==> src/verilog/wct_pkg.sv <==
package wct_pkg;
   // ==========================================================
   // Register map
   localparam logic [7:0] ADDR_STATUS = 8'h01;
   localparam logic [7:0] ADDR_CTL = 8'h10;
   localparam logic [7:0] ADDR_VAL = 8'h11;

   // ==========================================================
   // Control register fields
   localparam int CTL_MODE_HI = 7;
   localparam int CTL_MODE_LO = 6;
   localparam int CTL_PULSE_BIT = 5;
   localparam int CTL_SRC_HI = 1;
   localparam int CTL_SRC_LO = 0;
   localparam logic [1:0] MODE_RST = 2'h0;
   localparam logic PULSE_RST = 1'h0;
   localparam logic [1:0] SRC_RST = 2'h3;

   // ==========================================================
   // Status register fields
   localparam int ST_MSF_BIT = 7;
   localparam int ST_WDF_BIT = 6;
   localparam int ST_CDF_BIT = 3;

   // ==========================================================
   // Timer modes for the control mode field
   typedef enum logic [1:0] {
      WCT_MODE_OFF = 2'h0,
      WCT_MODE_CD = 2'h1,
      WCT_MODE_WD_IRQ = 2'h2,
      WCT_MODE_WD_RST = 2'h3
   } wct_mode_t;

   // ==========================================================
   // Timing: system clock and timebase rates
   localparam longint SYS_CLK_HZ = 250_000_000;
   localparam longint BASE_TICK_HZ = 4096;
   localparam int BASE_DIV_CYC = int'(SYS_CLK_HZ / BASE_TICK_HZ);
   localparam int DIV_64HZ = 64;
   localparam int DIV_1HZ = 64;
   localparam int DIV_1MIN = 60;
endpackage : wct_pkg

==> src/verilog/wct_top.sv <==
`timescale 1ns/1ps
`default_nettype none
module wct_top #(
   parameter int BASE_DIV = wct_pkg::BASE_DIV_CYC,
   parameter int CNT_W = 8
) (
   // Clock and reset
   input wire logic sys_clk_i,
   input wire logic rst_i,
   // Register port
   input wire logic [7:0] reg_addr_i,
   input wire logic reg_wr_i,
   input wire logic reg_rd_i,
   input wire logic [7:0] reg_wdata_i,
   output logic [7:0] reg_rdata_o,
   // Companion flags and enables
   input wire logic minute_second_flag_i,
   input wire logic countdown_irq_enable_i,
   // Outputs to host
   output logic irq_n_o,
   output logic rst_n_o
);
   // ==========================================================
   // Timebase
   logic [3:0] tick;
   logic src_tick;

   wct_div #(.DIV(BASE_DIV)) u_div_base (
      .sys_clk_i(sys_clk_i), .rst_i(rst_i),
      .tick_i(1'b1), .tick_o(tick[0]));
   wct_div #(.DIV(wct_pkg::DIV_64HZ)) u_div_64 (
      .sys_clk_i(sys_clk_i), .rst_i(rst_i),
      .tick_i(tick[0]), .tick_o(tick[1]));
   wct_div #(.DIV(wct_pkg::DIV_1HZ)) u_div_1 (
      .sys_clk_i(sys_clk_i), .rst_i(rst_i),
      .tick_i(tick[1]), .tick_o(tick[2]));
   wct_div #(.DIV(wct_pkg::DIV_1MIN)) u_div_min (
      .sys_clk_i(sys_clk_i), .rst_i(rst_i),
      .tick_i(tick[2]), .tick_o(tick[3]));

   // ==========================================================
   // Registers
   wct_pkg::wct_mode_t timer_mode_select_r;
   logic irq_pulse_select_r;
   logic [1:0] source_clock_select_r;
   logic [CNT_W-1:0] timer_value_r;
   logic [CNT_W-1:0] cnt_r;
   logic [CNT_W-1:0] cnt_nxt;
   logic watchdog_expired_flag_r;
   logic countdown_expired_flag_r;
   logic wdf_nxt;
   logic cdf_nxt;
   logic irq_pulse_r;
   logic msf_q_r;

   // One mux picks the tick for both timers
   assign src_tick = tick[source_clock_select_r];

   // ==========================================================
   // Decode
   logic wr_ctl, wr_val, wr_st, rd_st;
   logic mode_wd, mode_cd, cnt_one, wd_expire, cd_expire;

   assign wr_ctl = reg_wr_i && (reg_addr_i == wct_pkg::ADDR_CTL);
   assign wr_val = reg_wr_i && (reg_addr_i == wct_pkg::ADDR_VAL);
   assign wr_st = reg_wr_i && (reg_addr_i == wct_pkg::ADDR_STATUS);
   assign rd_st = reg_rd_i && (reg_addr_i == wct_pkg::ADDR_STATUS);
   assign mode_wd = (timer_mode_select_r == wct_pkg::WCT_MODE_WD_IRQ) ||
                    (timer_mode_select_r == wct_pkg::WCT_MODE_WD_RST);
   assign mode_cd = (timer_mode_select_r == wct_pkg::WCT_MODE_CD);
   assign cnt_one = (cnt_r == CNT_W'(1));
   assign wd_expire = mode_wd && src_tick && cnt_one;
   assign cd_expire = mode_cd && src_tick && cnt_one;

   // ==========================================================
   // Counter
   // A value write replaces the running count at once; the tick
   // taken in the same cycle acts on the old count only.
   always_comb begin
      cnt_nxt = cnt_r;
      if (wr_val) begin
         cnt_nxt = CNT_W'(reg_wdata_i);
      end else if (wd_expire) begin
         cnt_nxt = '0;
      end else if (cd_expire) begin
         cnt_nxt = timer_value_r;
      end else if ((mode_wd || mode_cd) && src_tick && cnt_r != '0) begin
         cnt_nxt = cnt_r - CNT_W'(1);
      end
   end

   // ==========================================================
   // Flags: hardware set wins over any clear in the same cycle
   assign wdf_nxt = wd_expire ? 1'b1 :
                    ((wr_val || rd_st) ? 1'b0 :
                     watchdog_expired_flag_r);
   assign cdf_nxt = cd_expire ? 1'b1 :
                    ((wr_st && !reg_wdata_i[wct_pkg::ST_CDF_BIT]) ? 1'b0 :
                     countdown_expired_flag_r);

   // ==========================================================
   // Interrupt and reset sources
   logic cd_src, lvl_src, set_evt, irq_act, rst_act;

   // Pulse source fires on a new setting only, never on a held flag
   assign cd_src = countdown_expired_flag_r && countdown_irq_enable_i;
   assign lvl_src = minute_second_flag_i || cd_src;
   assign set_evt = (cd_expire && countdown_irq_enable_i) ||
                    (minute_second_flag_i && !msf_q_r);
   // Watchdog interrupt stays a level even in pulse style
   assign irq_act = (irq_pulse_select_r ? irq_pulse_r : lvl_src) ||
                    (watchdog_expired_flag_r &&
                     timer_mode_select_r == wct_pkg::WCT_MODE_WD_IRQ);
   assign rst_act = watchdog_expired_flag_r &&
                    (timer_mode_select_r == wct_pkg::WCT_MODE_WD_RST);

   // ==========================================================
   // Read data
   logic [7:0] ctl_rd, st_rd, rd_mux;

   assign ctl_rd = {timer_mode_select_r, irq_pulse_select_r, 3'h0,
                    source_clock_select_r};
   assign st_rd = {minute_second_flag_i, watchdog_expired_flag_r, 2'h0,
                   countdown_expired_flag_r, 3'h0};
   // Value reads return the live count, not the loaded n
   assign rd_mux = (reg_addr_i == wct_pkg::ADDR_CTL) ? ctl_rd :
                   (reg_addr_i == wct_pkg::ADDR_VAL) ? 8'(cnt_r) :
                   (reg_addr_i == wct_pkg::ADDR_STATUS) ? st_rd : 8'h00;

   // ==========================================================
   // Sequential state
   // Value register is never reset so it survives later resets.
   always_ff @(posedge sys_clk_i) begin
      if (wr_val) begin
         timer_value_r <= CNT_W'(reg_wdata_i);
      end
   end

   always_ff @(posedge sys_clk_i) begin
      if (rst_i) begin
         timer_mode_select_r <= wct_pkg::wct_mode_t'(wct_pkg::MODE_RST);
         irq_pulse_select_r <= wct_pkg::PULSE_RST;
         source_clock_select_r <= wct_pkg::SRC_RST;
      end else if (wr_ctl) begin
         timer_mode_select_r <= wct_pkg::wct_mode_t'(
            reg_wdata_i[wct_pkg::CTL_MODE_HI:wct_pkg::CTL_MODE_LO]);
         irq_pulse_select_r <= reg_wdata_i[wct_pkg::CTL_PULSE_BIT];
         source_clock_select_r <=
            reg_wdata_i[wct_pkg::CTL_SRC_HI:wct_pkg::CTL_SRC_LO];
      end
   end

   always_ff @(posedge sys_clk_i) begin
      if (rst_i) begin
         cnt_r <= '0;
         watchdog_expired_flag_r <= 1'b0;
         countdown_expired_flag_r <= 1'b0;
         msf_q_r <= 1'b0;
      end else begin
         cnt_r <= cnt_nxt;
         watchdog_expired_flag_r <= wdf_nxt;
         countdown_expired_flag_r <= cdf_nxt;
         msf_q_r <= minute_second_flag_i;
      end
   end

   // Pulse lasts until the next base tick, at most one 4.096 kHz period
   always_ff @(posedge sys_clk_i) begin
      if (rst_i) begin
         irq_pulse_r <= 1'b0;
      end else if (set_evt) begin
         irq_pulse_r <= 1'b1;
      end else if (tick[0]) begin
         irq_pulse_r <= 1'b0;
      end
   end

   always_ff @(posedge sys_clk_i) begin
      if (rst_i) begin
         irq_n_o <= 1'b1;
         rst_n_o <= 1'b1;
         reg_rdata_o <= 8'h00;
      end else begin
         irq_n_o <= !irq_act;
         rst_n_o <= !rst_act;
         if (reg_rd_i) begin
            reg_rdata_o <= rd_mux;
         end
      end
   end
endmodule : wct_top
`default_nettype wire

==> src/verilog/wct_div.sv <==
`timescale 1ns/1ps
`default_nettype none
module wct_div #(
   parameter int DIV = 64
) (
   // Clock and reset
   input wire logic sys_clk_i,
   input wire logic rst_i,
   // Tick chain
   input wire logic tick_i,
   output logic tick_o
);
   localparam int W = $clog2(DIV + 1);
   localparam logic [W-1:0] LAST = W'(DIV - 1);

   logic [W-1:0] cnt_r;
   logic [W-1:0] cnt_nxt;
   logic wrap;

   assign wrap = tick_i && (cnt_r == LAST);
   assign cnt_nxt = wrap ? '0 : (tick_i ? cnt_r + W'(1) : cnt_r);

   always_ff @(posedge sys_clk_i) begin
      if (rst_i) begin
         cnt_r <= '0;
         tick_o <= 1'b0;
      end else begin
         cnt_r <= cnt_nxt;
         tick_o <= wrap;
      end
   end
endmodule : wct_div
`default_nettype wire

==> config.mk <==
export PLATFORM = sky130hd
export DESIGN_NAME = wct_top
export DESIGN_NICKNAME = d
export VERILOG_FILES = /design/src/verilog/wct_pkg.sv /design/src/verilog/wct_top.sv /design/src/verilog/wct_div.sv
export SDC_FILE = /design/constraint.sdc
export NUM_CORES = 1
export LEC_CHECK = 0
export ABC_CLOCK_PERIOD_IN_PS = 4059
export BUFFER_PORTS_ARGS = -buffer_cell sky130_fd_sc_hd__buf_2
export CAP_MARGIN = 25
export CORE_UTILIZATION = 45
export CTS_BUF_LIST = sky130_fd_sc_hd__clkbuf_4 sky130_fd_sc_hd__clkbuf_8
export DETAILED_ROUTE_END_ITERATION = 8
export GPL_ROUTABILITY_DRIVEN = 0
export HOLD_SLACK_MARGIN = 0.03
export SLEW_MARGIN = 20
export SYNTH_ARGS = -nofsm -noshare
export SYNTH_HDL_FRONTEND = slang
export SYNTH_SLANG_ARGS = --single-unit
==> constraint.sdc <==
create_clock -name sys_clk_i -period 4.06 [get_ports sys_clk_i]
set_clock_uncertainty 0.2 [all_clocks]
set_input_delay 0.406 -clock sys_clk_i [delete_from_list [all_inputs] [get_ports sys_clk_i]]
set_output_delay 0.406 -clock sys_clk_i [all_outputs]
set_load 0.1 [all_outputs]
# After elaboration in Yosys (flattened, before gate mapping)
# Cells that the tools add are included.
[totals]
regBits = 75
latchBits = 0
ram_bits = 0
rom_bits = 0
output_inout_bits = 10
elab_cells = 91
mem_count = 0
[classes]
n_addsub = 5
mul = 0
div = 0
n_lt_le_gt_ge = 1
n_eq_ne = 11
n_shift = 0
muxes = 16
bitwise_logic = 0
n_reduce_logical = 38
[op_table]
columns = ["op", "count"]
rows = [
  ["two-way mux 8 bit", 7],
  ["logical AND 1 bit", 19],
  ["adder 16 x 1 -> 16 bit (second input constant)", 1],
  ["equality test 16 bit (second input constant)", 1],
  ["equality test 8 x 1 -> 1 bit (second input constant)", 2],
  ["equality test 8 x 5 -> 1 bit (second input constant)", 2],
  ["adder 7 x 1 -> 7 bit (second input constant)", 2],
  ["equality test 7 x 6 -> 1 bit (second input constant)", 2],
  ["two-way mux 1 bit", 8],
  ["nonzero test 8 bit", 1],
  ["OR reduction 2 bit", 4],
  ["subtractor 8 x 1 -> 8 bit (second input constant)", 1],
  ["adder 6 x 1 -> 6 bit (second input constant)", 1],
  ["equality test 6 bit (second input constant)", 1],
  ["logical OR 1 bit", 6],
  ["nonzero test 2 bit", 3],
  ["equality test 2 bit (second input constant)", 2],
  ["logical NOT 1 bit", 4],
  ["nonzero test 4 bit", 1],
  ["less-than comparator 2 x 3 -> 1 bit (second input constant)", 1],
  ["binary-select mux 1 bit (select 2 bit)", 1],
  ["equality test 2 x 1 -> 1 bit (second input constant)", 1],
]

# Logic depth before layout (Yosys ltp)
[logic_depth]
ltp_word = 9
depth_mapped = 8
depth_no_buf = 7

# Modules after synthesis
# From an unflattened synthesis, not the netlist that was laid out.
[unflattened]
cells_unflattened = 380
hier_area_um2 = 3558.4
[by_module_without_submodules]
columns = ["mod", "instances", "cells_each", "area_each_um2", "seq_area_each_um2"]
rows = [
  ["wct_top", 1, 198, 1831.8, 780.7],
  ["wct_div at u_div_base", 1, 90, 803.3, 340.3],
  ["wct_div at u_div_1 ...", 2, 31, 315.3, 160.2],
  ["wct_div at u_div_min", 1, 30, 292.8, 140.1],
]

# Least setup slack after synthesis
# No wires, ideal clock.
[synth_timing]
kind = "in2reg"
startpoint = "input reg_addr_i[2]"
endpoint = "register cnt_r[7]"
setup_time_ns = 0.088
arrival_time_ns = 2.148
path_slack_ns = 1.624
stages = 5
n_path_buf = 1
cell_sequence = "or4_1 > nor4_2 > clkbuf_1 > nand2_1 > a311oi_2"
[synth_between]
elab_chain_len = 3
[synth_rtl]
columns = ["element", "line_no", "text"]
rows = [
  ["start, declared", "wct_top.sv:11", "input wire logic [7:0] reg_addr_i,"],
  ["equality test 8 x 5 -> 1 bit *", "wct_top.sv:65", "assign wr_val = reg_wr_i && (reg_addr_i == wct_pkg::ADDR_VAL);"],
  ["logical AND 1 bit *", "wct_top.sv:65", ""],
  ["named net wr_val", "wct_top.sv:61", "logic wr_ctl, wr_val, wr_st, rd_st;"],
  ["nonzero test 4 bit (no line) or two-way mux 8 bit (tied branches)", "-", ""],
  ["end signal, assigned", "wct_top.sv:160", "cnt_r <= cnt_nxt;"],
  ["end, declared", "wct_top.sv:47", "logic [CNT_W-1:0] cnt_r;"],
]
# The timed path passes the listed nets; every way through them passes the cells marked *.
# A chain may end at the register's enable or synchronous reset.

# Worst setup path in the final report
[layout_timing]
startpoint = "register cnt_r[2]"
endpoint = "register cnt_r[5]"
[layout_between]
elab_chain_len = 5
[layout_rtl]
columns = ["element", "line_no", "text"]
rows = [
  ["subtractor 8 x 1 -> 8 bit or equality test 8 x 1 -> 1 bit (tied branches)", "wct_top.sv:88, wct_top.sv:71", ""],
  ["two-way mux 8 bit or logical AND 1 bit (tied branches)", "wct_top.sv:87, wct_top.sv:73", ""],
  ["two-way mux 8 bit", "wct_top.sv:85", "end else if (cd_expire) begin"],
  ["two-way mux 8 bit", "wct_top.sv:83", "end else if (wd_expire) begin"],
  ["two-way mux 8 bit", "wct_top.sv:81", "if (wr_val) begin"],
]
# Several ways; a longest one is shown, not always the timed one. The select of a mux whose other input is x is not followed.

==> out/results.txt <==
Dividing the synthesized area by the synthesized cell count gives 9.31 µm². Of all cell types, the one taking the most synthesized area is sky130_fd_sc_hd__dfxtp_1. By count the netlist is led by sky130_fd_sc_hd__nor2_1 (70), sky130_fd_sc_hd__dfxtp_1 (67), sky130_fd_sc_hd__nand2_1 (35), sky130_fd_sc_hd__xor2_1 (19), sky130_fd_sc_hd__xnor2_1 (14). The first global-routing pass estimated 11300 µm of wire. Using the TritonRoute via totals, the vias-per-cell ratio works out to 5.21.

The combined area of all synthesized cells came out at 3250 µm². The most common cell in the synthesized netlist is sky130_fd_sc_hd__nor2_1. Among all flip-flop cells after synthesis, the most frequent one is sky130_fd_sc_hd__dfxtp_1. The die covers 7560 µm².

Summing all flip-flop and latch instances after layout gives 1580 µm². The later pin in the worst-skew pair is clocked with a latency of 0.34 ns. The number of global-route vias before repair is 2409, and the HPWL reported at the end of detailed placement is 4720 µm.

The routed design has 6650 µm of wire. The beginning of the worst hold path is reg_wdata_i[4]. CTS placed an instance of sky130_fd_sc_hd__clkbuf_8 at the clock tree root. Entering global routing, the biggest net connects 32 pins.

In this run the count of I/O pins placed on the die edge is 32. Count of pins over their slew limit: 0. In this run the critical register-to-register path is captured at cnt_r[5].

After clock tree synthesis, the repair step resized 0 gates. The run finished with clean final reports. The worst-case reg-to-reg path depth was 4; the final hold slack was 0.0541 ns.

Compared with the post-synthesis result, the final layout area differs by 14.7%. Path type of the worst min-delay path: input port to flop. In this run, the number of DRC markers left after iteration 0 of detailed routing was 124. The multi-input combinational cells in the finished layout cover a total of 1590 µm². Timing analysis after detailed placement gives a worst setup slack of 1.30 ns. Worst setup path category: flop to flop. The floorplan core area is 6870 µm², and the final-stage net count is 412. Placed cell area: 3490 µm².

The number of synthesized flops with an enable pin came out at 8. Counting flops with an async set or reset pin after synthesis yields a share of 0%. After synthesis, the cell types taking the most area are sky130_fd_sc_hd__dfxtp_1 (41%), sky130_fd_sc_hd__nor2_1 (8.1%), sky130_fd_sc_hd__edfxtp_1 (7.4%), sky130_fd_sc_hd__xor2_1 (5.1%), sky130_fd_sc_hd__nand2_1 (4.0%). For the number of post-CTS setup repair buffers, the log shows 0. Of the synthesized area, sequential elements account for 48.7%. The core utilization of the finished layout was 54.3%; the critical path data arrival time was 2.68 ns. In this run the core area contains 30 standard-cell rows. The die is 87.0 µm wide. The hold path depth is 1, and the count of max-cap constraint violations is 0. TritonCTS created 9 clock buffers. Clock-pin slew was measured on the worst setup and hold paths at 0.08 ns. Post-layout instance area: 3730 µm². The worst register-to-register path begins at cnt_r[2].

The signal on the critical path passes through nor4_2 > nand4_1 > a211o_1 > a311oi_1. TritonCTS built the clock tree. No sink is reached through more buffers than the 2 on the longest clock path.

In the routed design, unresolved DRC markers number 0. The cell count after synthesis came out at 349. The data required time of the critical path was 4.10 ns.

For this run, the total global-route usage over all layers was measured as 19.5%. The run gives 379 as the number of nets in the synthesized netlist. The largest individual stage delay along the critical path comes from the cell sky130_fd_sc_hd__nand4_1. The worst-path maximum fanout was 17; the register bit total from synthesis was 75. For this design, the CTS-stage hold fixing added 0 buffers. The number of antenna diodes in the final layout is 0. The total number of vias came out at 2510.

The kind of end point of the critical path is a flop. The leakage power figure was 1.47 nW. Counting every sink on the clock net gives 75.

The ratio of total power to cell area was 397 nW/µm². The tools report the antenna violation net count after detailed routing as 0. Counting the fill cells in the layout gives 658. The count of buffers inserted at the top-level ports is 31. Final hold violation count: 0.

The endpoint of the worst hold path is timer_value_r[4]. Pin slew with the least headroom to its limit: 0.764 ns. Count of endpoints failing setup in the final report: 0. Final worst-path cycle share: 64.9%. The H-tree was split into 3 levels. For the max-slew headroom at the worst pin, the log shows 48.7%. The worst path needs 2.64 ns of the cycle, external delays included. Setup repair after global routing left no endpoint under its margin. VDD sags by at most 185 µV.

The setup check on the worst reg-to-reg path leaves a slack of 1.42 ns. Cells with a size suffix above 1 make up 14.8% of the layout. The worst setup path is launched from a flop. The total of warnings raised by yosys was 0; the count of different cell masters after synthesis was 48. The initial antenna violation count is 0. For this configuration, the core starts out at a cell density of 47.3%. Dividing the detail-routed wire length by the instance count gives 13.8 µm.

The share of the synthesized area in the top cell type is 41.3%. After global routing the overflow that remains totals 0. After layout, the worst setup slack is 1.42 ns.

For this run, the slowest stage of the critical path takes 0.69 ns. The pre-antenna-repair detailed-routing pass consisted of 4 iterations. In this run the vertical extent of the chip is 87.0 µm.

In the final timing run, aggregate negative setup slack is 0 ns. The maximum clock rate came out at 0.379 GHz.
-- state kept, by name (all words and copies together) (netlist names), 2 cells and up --
register / count
reg_rdata_o: 8
timer_value_r: 8
u_div_1.cnt_r: 7
timer_mode_select_r: 2
u_div_min.cnt_r: 6
u_div_64.cnt_r: 7
u_div_base.cnt_r: 16
source_clock_select_r: 2
cnt_r: 8
-- worst max-delay path by stage --
stage | start | to | slack, ns | depth (start not counted)
6_report | cnt_r[2] | cnt_r[5] | 1.42 | 4
5_1_grt | cnt_r[2] | cnt_r[5] | 1.23 | 4
4_1_cts | cnt_r[2] | cnt_r[5] | 1.44 | 4
3_5_place_dp | reg_addr_i[2] | cnt_r[1] | 1.30 | 6
3_3_place_gp | reg_addr_i[2] | cnt_r[1] | 1.37 | 7
2_1_floorplan | reg_addr_i[2] | cnt_r[7] | 1.62 | 5
-- critical path: cells and delay by family (launching register included) --
| family | cells | cell delay (ns) |
|---|---|---|
| AOI/OAI and AO/OA | 2 | 0.72 |
| DFF | 1 | 0.39 |
| and+or+nand+nor | 2 | 1.22 |
-- metal layers --
layer	GRT usage, %	part of all wire (%)	vias to the layer above
met4	10.0	1.3	0
li1	-	-	1290
met1	24.0	47	1171
met2	31.9	47	44
met5	0	0	-
met3	4.55	5.1	5
-- kinds of logic (layout without fill, tap and decap cells) --
group	after synthesis	in the layout	share of synthesized area (%)
xor gates and xnor gates	33	33	8.89
AOI/OAI and AO/OA	42	42	9.86
muxes	10	10	3.50
and+or+nand+nor	161	161	23.4
adders and majority gates	8	8	3.08
DFF	75	75	48.7
buffers and inverters	20	57	2.58
-- through the flow --
step           instances  power, mW
6_report             482       1.48
5_1_grt              482       1.54
4_1_cts              482       1.50
3_5_place_dp         467      0.824
3_3_place_gp         467      0.824
2_1_floorplan        349      0.801
-- power breakdown --
part	internal, mW	switching [mW]	total [mW]
logic	0.0166	0.0340	0.0506
registers	0.752	0.00414	0.756
clock network	0.411	0.262	0.673
-- cells in the final DEF (no fill, tap or decap), drive strengths merged, types with 2 or more instances in the layout --
| cell type | instances |
|---|---|
| nor2 | 70 |
| dfxtp | 67 |
| nand2 | 35 |
| buf | 32 |
| xor2 | 19 |
| xnor2 | 14 |
| nand4 | 13 |
| nand3 | 11 |
| inv | 10 |
| clkbuf | 10 |
| mux2i | 8 |
| ha | 8 |
| edfxtp | 8 |
| a21oi | 7 |
| a311oi | 7 |
| and3 | 6 |
| a211o | 4 |
| o211ai | 4 |
| nor4 | 4 |
| o21ai | 3 |
| nand2b | 3 |
| nor2b | 3 |
| a22oi | 3 |
| a31oi | 3 |
| nor3 | 3 |
| a222oi | 3 |
| bufinv | 3 |
| or4 | 3 |
| or2 | 2 |
| nor3b | 2 |
| o31ai | 2 |
| or3 | 2 |
-- area by class of cell --
cell class	instances	area share, %
Tap cell	96	3.22
Clock inverter	5	2.75
Inverter	10	1.01
Sequential cell	75	42.4
Multi-Input combinational cell	254	42.7
Timing Repair Buffer	32	4.36
Clock buffer	10	3.52
(Power assumes the default switching activity.)
